### src/design/tse_pkg.sv
// Purpose: shared constants for the split/event timer and its host end
// Assumes: byte-wide register port, 6-bit byte address
// Notes: one offset serves both modes; only the meaning of a byte changes
package tse_pkg;
   localparam int ADDR_W = 6;
   localparam int DATA_W = 8;
   // timer register offsets (byte addresses)
   localparam logic [5:0] ADDR_CONTROL_A = 6'h00;
   localparam logic [5:0] ADDR_CONTROL_D = 6'h03;
   localparam logic [5:0] ADDR_CONTROL_E_CLR = 6'h04;
   localparam logic [5:0] ADDR_CONTROL_E_SET = 6'h05;
   localparam logic [5:0] ADDR_EVENT_CONTROL = 6'h09;
   localparam logic [5:0] ADDR_INT_ENABLE = 6'h0A;
   localparam logic [5:0] ADDR_INT_FLAG = 6'h0B;
   localparam logic [5:0] ADDR_COUNT_LO = 6'h20;
   localparam logic [5:0] ADDR_COUNT_HI = 6'h21;
   localparam logic [5:0] ADDR_PERIOD_LO = 6'h26;
   localparam logic [5:0] ADDR_PERIOD_HI = 6'h27;
   localparam logic [5:0] ADDR_COMPARE_BASE = 6'h28;
   // field positions
   localparam int POS_ENABLE = 0;
   localparam int POS_PRESC = 1;
   localparam int POS_SPLIT = 0;
   localparam int POS_DIR = 0;
   localparam int POS_CMD = 2;
   localparam int POS_EVT_EN = 0;
   localparam int POS_EVT_ACT = 1;
   localparam int FLAG_OVER_LOW = 0;
   localparam int FLAG_HIGH_UNDER = 1;
   localparam int FLAG_COMPARE = 4;
   localparam logic [7:0] FLAG_MASK = 8'h73;
   // reset values
   localparam logic [15:0] RST_PERIOD = 16'hFFFF;
   localparam logic [15:0] RST_WORD = 16'h0000;
   localparam logic [3:0] RST_CTRL = 4'h0;
   localparam logic [7:0] RST_BYTE = 8'h00;
   localparam int PRESC_W = 10;
   typedef enum logic [1:0] {
      TSE_CMD_NONE = 2'b00,
      TSE_CMD_UPDATE = 2'b01,
      TSE_CMD_RESTART = 2'b10,
      TSE_CMD_RESET = 2'b11
   } tse_cmd_t;
   typedef enum logic [2:0] {
      TSE_ACT_RISE = 3'b000,
      TSE_ACT_ANY_EDGE = 3'b001,
      TSE_ACT_HIGH = 3'b010,
      TSE_ACT_UPDOWN = 3'b011
   } tse_act_t;
   // host register offsets (word index on the host software port)
   localparam logic [1:0] HOST_ACCESS = 2'h0;
   localparam logic [1:0] HOST_READBACK = 2'h1;
   localparam logic [1:0] HOST_EVENT = 2'h2;
   localparam logic [1:0] HOST_STATUS = 2'h3;
endpackage

### src/design/tse_if.sv
// Purpose: link between the timer and its host (register port, events, requests)
// Assumes: one clock on both ends
// Notes: all signals are plain logic, no tri-state
`timescale 1ns/100ps
`default_nettype none
interface tse_if;
   logic [5:0] reg_addr;
   logic [7:0] reg_wdata;
   logic reg_we;
   logic reg_re;
   logic [7:0] reg_rdata;
   logic event_in;
   logic overflow_or_low_underflow_event;
   logic high_byte_underflow;
   logic [2:0] compare_event;
   logic [7:0] irq_request;
   modport dev (input reg_addr, reg_wdata, reg_we, reg_re, event_in,
      output reg_rdata, overflow_or_low_underflow_event, high_byte_underflow, compare_event, irq_request);
   modport host (output reg_addr, reg_wdata, reg_we, reg_re, event_in,
      input reg_rdata, overflow_or_low_underflow_event, high_byte_underflow, compare_event, irq_request);
endinterface
`default_nettype wire

### src/design/tse_timer.sv
// Purpose: 16-bit timer with split mode, event pulses, event input and interrupt flags
// Assumes: register port from the host on the same clock; read data one cycle after the strobe
// Notes: no waveform output, no buffered registers; 16-bit values are byte accessed
`timescale 1ns/100ps
`default_nettype none
module tse_timer import tse_pkg::*; (
   // clock and reset
   input wire logic i_core_clk,
   input wire logic i_reset_n,
   // link to the host
   tse_if.dev link,
   // status
   output logic o_running,
   output logic o_split_active
);
   // prescaler mask: all ones below the divide ratio
   function automatic logic [PRESC_W-1:0] div_mask(input logic [2:0] sel);
      case (sel)
         3'h0: div_mask = 10'h000;
         3'h1: div_mask = 10'h001;
         3'h2: div_mask = 10'h003;
         3'h3: div_mask = 10'h007;
         3'h4: div_mask = 10'h00F;
         3'h5: div_mask = 10'h03F;
         3'h6: div_mask = 10'h0FF;
         default: div_mask = 10'h3FF;
      endcase
   endfunction

   // byte lane write into a 16-bit value
   function automatic logic [15:0] put_byte(input logic [15:0] old, input logic hi, input logic [7:0] b);
      put_byte = hi ? {b, old[7:0]} : {old[15:8], b};
   endfunction

   logic [3:0] ctrl_a_ff;
   logic split_ff;
   logic [3:0] evt_ctrl_ff;
   logic [7:0] int_en_ff;
   logic [7:0] flag_ff;
   logic [7:0] nxt_flag;
   logic [15:0] cnt_ff;
   logic [15:0] nxt_cnt;
   logic [15:0] per_ff;
   logic [15:0] cmp_ff [3];
   logic dir_ff;
   logic [PRESC_W-1:0] presc_ff;
   logic evt_prev_ff;
   logic [7:0] rdata_ff;
   logic [4:0] evt_ff;
   logic [7:0] irq_ff;
   logic run_ff;
   logic split_out_ff;
   logic enable;
   logic presc_tick;
   logic use_evt;
   logic tick;
   logic down;
   logic [7:0] cond;
   logic wr_set;
   logic hard_rst;
   logic [2:0] act;

   assign enable = ctrl_a_ff[POS_ENABLE];
   assign act = evt_ctrl_ff[POS_EVT_ACT +: 3];
   assign wr_set = link.reg_we && link.reg_addr == ADDR_CONTROL_E_SET;
   // hard reset only takes effect while stopped
   assign hard_rst = wr_set && link.reg_wdata[POS_CMD +: 2] == TSE_CMD_RESET && !enable;

   // prescaler; no sleep input gates it, so it keeps going in idle sleep
   always_ff @(posedge i_core_clk) begin
      if (!i_reset_n || !enable) begin
         presc_ff <= '0;
      end else begin
         presc_ff <= presc_ff + 10'h001;
      end
   end
   assign presc_tick = enable && ((presc_ff & div_mask(ctrl_a_ff[POS_PRESC +: 3]))
      == div_mask(ctrl_a_ff[POS_PRESC +: 3]));

   // event input history for edge detection; the link is on this clock
   always_ff @(posedge i_core_clk) begin
      if (!i_reset_n) begin
         evt_prev_ff <= 1'b0;
      end else begin
         evt_prev_ff <= link.event_in;
      end
   end

   // count tick and direction selection
   always_comb begin
      use_evt = evt_ctrl_ff[POS_EVT_EN] && !split_ff;
      tick = presc_tick;
      down = dir_ff;
      if (use_evt) begin
         case (act)
            TSE_ACT_RISE: tick = enable && link.event_in && !evt_prev_ff;
            TSE_ACT_ANY_EDGE: tick = enable && (link.event_in ^ evt_prev_ff);
            TSE_ACT_HIGH: tick = presc_tick && link.event_in;
            TSE_ACT_UPDOWN: down = link.event_in;
            default: tick = presc_tick;
         endcase
      end
   end

   // next count and interrupt conditions for both modes
   always_comb begin
      nxt_cnt = cnt_ff;
      cond = 8'h00;
      if (tick && !split_ff) begin
         if (down) begin
            nxt_cnt = (cnt_ff == 16'h0000) ? per_ff : cnt_ff - 16'h0001;
            cond[FLAG_OVER_LOW] = cnt_ff == 16'h0000;
         end else begin
            nxt_cnt = (cnt_ff == per_ff) ? 16'h0000 : cnt_ff + 16'h0001;
            cond[FLAG_OVER_LOW] = cnt_ff == per_ff;
         end
         for (int n = 0; n < 3; n++) begin
            cond[FLAG_COMPARE + n] = cnt_ff == cmp_ff[n];
         end
      end else if (tick) begin
         // split: two independent down counters, period bytes reload them
         nxt_cnt[7:0] = (cnt_ff[7:0] == 8'h00) ? per_ff[7:0] : cnt_ff[7:0] - 8'h01;
         nxt_cnt[15:8] = (cnt_ff[15:8] == 8'h00) ? per_ff[15:8] : cnt_ff[15:8] - 8'h01;
         cond[FLAG_OVER_LOW] = cnt_ff[7:0] == 8'h00;
         cond[FLAG_HIGH_UNDER] = cnt_ff[15:8] == 8'h00;
         for (int n = 0; n < 3; n++) begin
            cond[FLAG_COMPARE + n] = cnt_ff[7:0] == cmp_ff[n][7:0];
         end
      end
   end

   // flags: a new condition wins over a clear in the same cycle
   always_comb begin
      nxt_flag = flag_ff;
      if (link.reg_we && link.reg_addr == ADDR_INT_FLAG) begin
         nxt_flag = flag_ff & ~link.reg_wdata;
      end
      nxt_flag = (nxt_flag | cond) & FLAG_MASK;
   end

   always_ff @(posedge i_core_clk) begin
      if (!i_reset_n || hard_rst) begin
         flag_ff <= RST_BYTE;
      end else begin
         flag_ff <= nxt_flag;
      end
   end

   // control registers; a mode switch rewrites only the split bit
   always_ff @(posedge i_core_clk) begin
      if (!i_reset_n || hard_rst) begin
         ctrl_a_ff <= RST_CTRL;
         split_ff <= 1'b0;
         evt_ctrl_ff <= RST_CTRL;
         int_en_ff <= RST_BYTE;
      end else if (link.reg_we) begin
         case (link.reg_addr)
            ADDR_CONTROL_A: ctrl_a_ff <= link.reg_wdata[3:0];
            ADDR_CONTROL_D: split_ff <= link.reg_wdata[POS_SPLIT];
            ADDR_EVENT_CONTROL: evt_ctrl_ff <= link.reg_wdata[3:0];
            ADDR_INT_ENABLE: int_en_ff <= link.reg_wdata & FLAG_MASK;
            default: ;
         endcase
      end
   end

   // direction bit via set/clear pair; restart also clears it
   always_ff @(posedge i_core_clk) begin
      if (!i_reset_n || hard_rst) begin
         dir_ff <= 1'b0;
      end else if (wr_set && link.reg_wdata[POS_CMD +: 2] == TSE_CMD_RESTART) begin
         dir_ff <= 1'b0;
      end else if (wr_set && link.reg_wdata[POS_DIR]) begin
         dir_ff <= 1'b1;
      end else if (link.reg_we && link.reg_addr == ADDR_CONTROL_E_CLR && link.reg_wdata[POS_DIR]) begin
         dir_ff <= 1'b0;
      end
   end

   // counter: software write and restart take priority over counting
   always_ff @(posedge i_core_clk) begin
      if (!i_reset_n || hard_rst) begin
         cnt_ff <= RST_WORD;
      end else if (wr_set && link.reg_wdata[POS_CMD +: 2] == TSE_CMD_RESTART) begin
         cnt_ff <= RST_WORD;
      end else if (link.reg_we && link.reg_addr[5:1] == ADDR_COUNT_LO[5:1]) begin
         cnt_ff <= put_byte(cnt_ff, link.reg_addr[0], link.reg_wdata);
      end else begin
         cnt_ff <= nxt_cnt;
      end
   end

   // period and compare values, same bytes in both modes
   always_ff @(posedge i_core_clk) begin
      if (!i_reset_n || hard_rst) begin
         per_ff <= RST_PERIOD;
         for (int n = 0; n < 3; n++) begin
            cmp_ff[n] <= RST_WORD;
         end
      end else if (link.reg_we) begin
         if (link.reg_addr[5:1] == ADDR_PERIOD_LO[5:1]) begin
            per_ff <= put_byte(per_ff, link.reg_addr[0], link.reg_wdata);
         end
         for (int n = 0; n < 3; n++) begin
            if (link.reg_addr[5:1] == ADDR_COMPARE_BASE[5:1] + 5'(n)) begin
               cmp_ff[n] <= put_byte(cmp_ff[n], link.reg_addr[0], link.reg_wdata);
            end
         end
      end
   end

   // event pulses come from the very conditions that set the flags
   always_ff @(posedge i_core_clk) begin
      if (!i_reset_n) begin
         evt_ff <= 5'h00;
      end else begin
         evt_ff <= {cond[FLAG_COMPARE +: 3], cond[FLAG_HIGH_UNDER], cond[FLAG_OVER_LOW]};
      end
   end

   // requests follow flag and enable, one cycle behind
   always_ff @(posedge i_core_clk) begin
      if (!i_reset_n) begin
         irq_ff <= RST_BYTE;
      end else begin
         irq_ff <= flag_ff & int_en_ff;
      end
   end

   // read data; unmapped offsets read zero
   always_ff @(posedge i_core_clk) begin
      if (!i_reset_n || !link.reg_re) begin
         rdata_ff <= RST_BYTE;
      end else begin
         case (link.reg_addr)
            ADDR_CONTROL_A: rdata_ff <= {4'h0, ctrl_a_ff};
            ADDR_CONTROL_D: rdata_ff <= {7'h00, split_ff};
            ADDR_CONTROL_E_CLR, ADDR_CONTROL_E_SET: rdata_ff <= {7'h00, dir_ff};
            ADDR_EVENT_CONTROL: rdata_ff <= {4'h0, evt_ctrl_ff};
            ADDR_INT_ENABLE: rdata_ff <= int_en_ff;
            ADDR_INT_FLAG: rdata_ff <= flag_ff;
            ADDR_COUNT_LO: rdata_ff <= cnt_ff[7:0];
            ADDR_COUNT_HI: rdata_ff <= cnt_ff[15:8];
            ADDR_PERIOD_LO: rdata_ff <= per_ff[7:0];
            ADDR_PERIOD_HI: rdata_ff <= per_ff[15:8];
            6'h28: rdata_ff <= cmp_ff[0][7:0];
            6'h29: rdata_ff <= cmp_ff[0][15:8];
            6'h2A: rdata_ff <= cmp_ff[1][7:0];
            6'h2B: rdata_ff <= cmp_ff[1][15:8];
            6'h2C: rdata_ff <= cmp_ff[2][7:0];
            6'h2D: rdata_ff <= cmp_ff[2][15:8];
            default: rdata_ff <= RST_BYTE;
         endcase
      end
   end

   // status outputs
   always_ff @(posedge i_core_clk) begin
      if (!i_reset_n) begin
         run_ff <= 1'b0;
         split_out_ff <= 1'b0;
      end else begin
         run_ff <= enable;
         split_out_ff <= split_ff;
      end
   end

   assign link.reg_rdata = rdata_ff;
   assign link.overflow_or_low_underflow_event = evt_ff[0];
   assign link.high_byte_underflow = evt_ff[1];
   assign link.compare_event = evt_ff[4:2];
   assign link.irq_request = irq_ff;
   assign o_running = run_ff;
   assign o_split_active = split_out_ff;
endmodule
`default_nettype wire

### src/flat_wrapper.sv
// flat-port wrapper written by rule: the top's interface ports become plain ports
module tse_timer_flat import tse_pkg::*;
  (i_core_clk, i_reset_n, o_running, o_split_active, link_reg_addr, link_reg_wdata, link_reg_we, link_reg_re, link_event_in, link_reg_rdata, link_overflow_or_low_underflow_event, link_high_byte_underflow, link_compare_event, link_irq_request);
  tse_if link_i ();
  input wire logic i_core_clk;
  input wire logic i_reset_n;
  output logic o_running;
  output logic o_split_active;
  input wire logic [$bits(link_i.reg_addr)-1:0] link_reg_addr;
  input wire logic [$bits(link_i.reg_wdata)-1:0] link_reg_wdata;
  input wire logic [$bits(link_i.reg_we)-1:0] link_reg_we;
  input wire logic [$bits(link_i.reg_re)-1:0] link_reg_re;
  input wire logic [$bits(link_i.event_in)-1:0] link_event_in;
  output wire logic [$bits(link_i.reg_rdata)-1:0] link_reg_rdata;
  output wire logic [$bits(link_i.overflow_or_low_underflow_event)-1:0] link_overflow_or_low_underflow_event;
  output wire logic [$bits(link_i.high_byte_underflow)-1:0] link_high_byte_underflow;
  output wire logic [$bits(link_i.compare_event)-1:0] link_compare_event;
  output wire logic [$bits(link_i.irq_request)-1:0] link_irq_request;
  assign link_i.reg_addr = link_reg_addr;
  assign link_i.reg_wdata = link_reg_wdata;
  assign link_i.reg_we = link_reg_we;
  assign link_i.reg_re = link_reg_re;
  assign link_i.event_in = link_event_in;
  assign link_reg_rdata = link_i.reg_rdata;
  assign link_overflow_or_low_underflow_event = link_i.overflow_or_low_underflow_event;
  assign link_high_byte_underflow = link_i.high_byte_underflow;
  assign link_compare_event = link_i.compare_event;
  assign link_irq_request = link_i.irq_request;
  tse_timer u_core (.i_core_clk(i_core_clk), .i_reset_n(i_reset_n), .link(link_i), .o_running(o_running), .o_split_active(o_split_active));
endmodule
### config.mk
export PLATFORM = sky130hd
export DESIGN_NAME = tse_timer_flat
export DESIGN_NICKNAME = d
export VERILOG_FILES = /design/src/design/tse_pkg.sv /design/src/design/tse_if.sv /design/src/design/tse_timer.sv /design/src/flat_wrapper.sv
export SDC_FILE = /design/constraint.sdc
export NUM_CORES = 1
export LEC_CHECK = 0
export BUFFER_PORTS_ARGS = -buffer_cell sky130_fd_sc_hd__buf_2
export CAP_MARGIN = 25
export CORE_UTILIZATION = 49
export DETAILED_ROUTE_END_ITERATION = 10
export PLACE_DENSITY = 0.76
export SYNTH_ARGS = -nofsm -noshare
export SYNTH_HDL_FRONTEND = slang
export SYNTH_SLANG_ARGS = --single-unit
### constraint.sdc
create_clock -name i_core_clk -period 3.96 [get_ports i_core_clk]
set_input_delay 0.594 -clock i_core_clk [delete_from_list [all_inputs] [get_ports i_core_clk]]
set_output_delay 0.594 -clock i_core_clk [all_outputs]
set_load 0.1 [all_outputs]
Word level (Yosys, flattened, before mapping)
Memories as Yosys holds them, arrays and structs flattened.
Index checks and enable logic that the tools add are counted.
{"block": "word_totals", "word_cells": 161, "output_inout_bits": 23, "mem_bits_rw": 48, "ff_bits": 86, "in_bits": 19, "n_memories": 1}
{"memory": "u_core.cmp_ff", "depth": 3, "word_bits": 16, "read_ports": 3, "rd_clocked_by_memory_dff": 0, "wr": 3, "line_no": "tse_timer.sv:44", "text": "logic [15:0] cmp_ff [3];"}
{"block": "op_classes", "bitwise": 10, "n_mux": 44, "add_sub_neg": 5, "eq_ne": 42, "reduce_logical": 42}
{"op": "$mux W16", "count": 13}
{"op": "$pmux W8 S16", "count": 1}
{"op": "$pmux W10 S7", "count": 1}
{"op": "$eq A16 B16 Y1", "count": 4}
{"op": "$eq A6 B6 Y1 const B", "count": 10}
{"op": "$eq A5 B5 Y1 const B", "count": 5}
{"op": "$eq A8 B8 Y1", "count": 3}
{"op": "$mux W1", "count": 22}
{"op": "$eq A6 B4 Y1 const B", "count": 3}
{"op": "$add A16 B1 Y16 const B", "count": 1}
{"op": "$logic_and A1 B1 Y1", "count": 16}
{"op": "$logic_not A16 Y1", "count": 1}
{"op": "$logic_not A8 Y1", "count": 2}
{"op": "$mux W8", "count": 2}
{"op": "$sub A16 B1 Y16 const B", "count": 1}
{"op": "$sub A8 B1 Y8 const B", "count": 2}
{"op": "$and A7 B7 Y7", "count": 2}
{"op": "$eq A3 B2 Y1 const B", "count": 4}
{"op": "$eq A6 B3 Y1 const B", "count": 2}
{"op": "$reduce_and A2 Y1", "count": 6}
{"op": "$add A10 B1 Y10 const B", "count": 1}
{"op": "$and A10 B10 Y10", "count": 1}
{"op": "$eq A10 B10 Y1", "count": 1}
{"op": "$eq A3 B3 Y1 const B", "count": 3}
{"op": "other kinds (21)", "count": 36}

Depth between registers and ports, before layout
{"block": "depth", "ltp_word": 11, "depth_mapped": 12, "ltp_nobuf": 9}

Worst setup path after synthesis
No wires, ideal clock.
{"block": "synth_timing", "kind": "input-to-reg", "startpoint": "input port link_reg_addr[1]", "endpoint": "memory u_core.cmp_ff[1][0], in the netlist u_core.cmp_ff[0][16], enable pin", "path_buffers": 2, "setup_slack_ns": 1.224, "required_time_ns": 3.590, "arrival_time_ns": 2.366, "setup_time_ns": 0.370, "stages": 7, "path_cell_list": "clkbuf_1 -> nor4_2 -> nand4_1 -> o21ai_2 -> buf_2 -> a31oi_1 -> nor2_1"}
{"element": "start, declared", "line_no": "flat_wrapper.sv:9", "text": "input wire logic [$bits(link_i.reg_addr)-1:0] link_reg_addr;"}
{"element": "end, declared", "line_no": "tse_timer.sv:44"}

Worst setup path in the final report
{"block": "layout_timing", "startpoint": "register u_core.cnt_ff[8]", "endpoint": "register u_core.cnt_ff[2]"}
{"block": "layout_via", "elab_chain_len": 5, "word_cells_on_any_way": 7, "classes_between": "1 x eq/ne; 5 x mux; 1 x reduce/logical"}
{"element": "start, declared", "line_no": "tse_timer.sv:41", "text": "logic [15:0] cnt_ff;"}
{"element": "start signal, assigned", "line_no": "tse_timer.sv:187", "text": "cnt_ff <= put_byte(cnt_ff, link.reg_addr[0], link.reg_wdata);"}
{"element": "start signal, assigned", "line_no": "tse_timer.sv:189", "text": "cnt_ff <= nxt_cnt;"}
{"element": "$eq A16 B16 Y1 / $logic_not A16 Y1 (equally long branches)", "line_no": "tse_timer.sv:114, tse_timer.sv:111"}
{"element": "$mux W16 (on tied branches)", "line_no": "tse_timer.sv:114, tse_timer.sv:111"}
{"element": "$mux W16 *", "line_no": "tse_timer.sv:110", "text": "if (down) begin"}
{"element": "$mux W16 *", "line_no": "tse_timer.sv:109", "text": "if (tick && !split_ff) begin"}
{"element": "$mux W16 *", "line_no": "tse_timer.sv:186", "text": "end else if (link.reg_we && link.reg_addr[5:1] == ADDR_COUNT_LO[5:1]) begin"}
Mark *: on every way between the ends. The rest lies on a longest branch, timed or not.
A chain may end at the register's enable or synchronous reset.

==> run_results.csv <==
group,metric,value,unit
placed_design,dp_hpwl,17900,µm
placed_design,routabilityCongestion,1.03,
global_route,grt_pass1_vias,6400,
critical_path,cp-start-kind,"flop",
global_route,grt-ovfl-total,0,
yosys,syn_area,0.00779,mm²
critical_path,crit_type,"flop to flop",
yosys,synth_cells,847,
run,timing.max_cap.violations,0,
timing,finalMaxSlewViolations,0,
drt,routed_via_density,6.38,
clocking,clock_latency,430,ps
timing,clock_skew,14.5,ps
critical_path,critical_path_required,4230,ps
timing,relSlewSlack,32.9,%
yosys,synthAdderAreaFrac,0.964,%
drt,final_antenna_net_count,0,
yosys,yosys_warnings,0,
finish,diodes,0,
die,die_h,128,µm
yosys,async_flop_share,0,%
yosys,synth_compound_area_share,17.5,%
clocking,cts_buffer_depth,2,
clocking,cts_sinks,131,
global_route,track_usage,31.6,%
timing,max_clock_freq,334,MHz
min_path,hold_path.class,"input pin to flop",
timing,timing.hold.ws,466,ps
pwr,vdd_drop_max,0.350,mV
die,fp-row-count,45,
finish,multi_input_area,0.00431,mm²
yosys,ys.flop_type,"dfxtp_1",
yosys,synth_top_family_by_area,"simple AND/OR/NAND/NOR gates",
drt,dr.pass1.iters,6,
finish,nNetsFinal,890,
yosys,synth-xor-area-share,11.5,%
timing,setup_viol,0,
drt,vias,6945,
clocking,post_cts_buffers,0,
placed_design,place_area,0.00807,mm²
finish,layout_commonest_cell,"nor2_1",
timing,fin_setup_tns,0,ps
yosys,yosysUniqueCellTypes,76,
critical_path,worstPathArrival,3260,ps
finish,drive_gt1_share,13.9,%
yosys,synth-simple-area-share,20.3,%
finish,fill_cells,1370,
pwr,power_density,380,mW/mm²
finish,area_growth,11.1,%
yosys,synth_mux_area_share,4.96,%
drt,wirelength,24700,µm
finish,fin_area,0.00865,mm²
clocking,clk_pin_slew,60,ps
placed_design,io_buffers,38,
clocking,ctsHoldBuffers,0,
drt,avgRoutedWirePerCell,22.7,µm
clocking,cts_root_buf,"clkbuf_16",
drt,drc,0,
finish,layout.cells.most_common_list,"nor2_1, dfxtp_1, nand2_1",
yosys,ys_seq_area_share,39.8,%
timing,fin_crit_sh,75.6,%
timing,period_minus_slack,2990,ps
yosys,synth_seq_cells,131,
clocking,cts_buffers,17,
pwr,finalPower,3.28,mW
yosys,syn_area_per_cell,9.20,µm²
die,dieArea,0.0164,mm²
clocking,htreeDepth,4,
die,dieWidth,128,µm
global_route,grt_pass1_wl,37900,µm
finish,seq_area,0.00310,mm²
global_route,grt_max_degree,25,
timing,hold_viol,0,
critical_path,critPathMaxFanout,21,
run_status,status,"finished, final reports clean",
critical_path,cp-end-kind,"flop",
timing,rsz0062_at_grt,"no",
pwr,power_leakage,3.23,nW
yosys,synth-edff-count,48,
clocking,cts_resized,0,
drt,first_iter_violations,1075,
global_route,antenna_found_initial,0,
clocking,cts_tree,"done",
die,core,0.0154,mm²
die,initial_core_util,50.7,%
timing,tightest_slew,1000,ps
die,ioPinCount,42,
final timing paths:
path                             end                from  cells past startpoint  slack, ps
setup reg to reg    u_core.cnt_ff[2]    u_core.cnt_ff[8]                     10        970
hold / removal    u_core.evt_prev_ff       link_event_in                      2        470
hold reg to reg   u_core.presc_ff[0]  u_core.presc_ff[0]                      1        480
setup / recovery    u_core.cnt_ff[2]    u_core.cnt_ff[8]                     10        970
flip-flops by register name, indices dropped and copies added, names as in the netlist, 8 cells and up:
signal,count
u_core.presc_ff,10
u_core.cmp_ff,48
u_core.link.reg_rdata,8
u_core.per_ff,16
u_core.cnt_ff,16
power breakdown:
| group | switching (mW) | internal [mW] |
|---|---|---|
| clock | 0.620 | 0.932 |
| combinational | 0.172 | 0.0820 |
| sequential | 0.0480 | 1.43 |
critical path, stage by stage (launching register included):
cell	delay [ps]
dfxtp_1	560
inv_1	220
ha_1	310
nor4b_2	430
nand4_1	370
buf_4	340
nor2_1	110
a211oi_1	60
a211o_1	280
nand3_1	80
a21oi_1	60
layout make-up:
| cell class | count | area share [%] |
|---|---|---|
| multi-input cells | 640 | 49.8 |
| clock inverters | 14 | 1.75 |
| flip-flops and latches | 131 | 35.9 |
| inverters | 19 | 0.824 |
| clock buffers | 18 | 4.96 |
| well taps | 211 | 3.05 |
| repair buffers | 56 | 3.76 |
synth_stat cells, types with 10 or more instances:
library cell	count	share of area, %
clkbuf_1	24	1.2
xnor2_1	53	6.0
a21oi_1	41	2.6
nand2b_1	10	0.80
nor4_1	10	0.80
a31oi_1	14	1.1
edfxtp_1	48	19
a211oi_1	20	1.9
nand3_1	28	1.8
a22oi_1	15	1.4
xor2_1	49	5.5
nor2_1	91	4.4
mux2i_1	24	3.1
nand4_1	19	1.5
and2_1	20	1.6
nand2_1	78	3.8
buf_2	16	1.0
inv_1	19	0.92
dfxtp_1	83	21
o21ai_0	28	1.8
through the flow:
step	setup slack, ps	std cells	util (%)
final	967	1089	56.3
after global routing	777	1089	56.3
after CTS	1030	1088	56.2
after detailed placement	727	1056	52.5
after global placement	856	1054	52.4
after floorplan	1220	849	-
cell families (layout without fill, tap and decap cells):
group / count (synthesis) / after routing
adders and majority gates: 6 / 6
buffers and inverters: 78 / 107
muxes: 31 / 31
other: 1 / 3
and+or+nand+nor: 305 / 305
AOI/OAI and AO/OA: 193 / 193
DFF: 131 / 131
xor gates and xnor gates: 102 / 102
metal layers:
metal  vias up  track usage [%]  share of wire (%)
li1       3101                -                  -
met1      3253             42.8                 41
met2       489             46.2                 42
met3       102             8.14                 12
met4         0             16.9                5.0
met5         -                0                  0
Note: power is estimated with default switching activity, not from simulation.
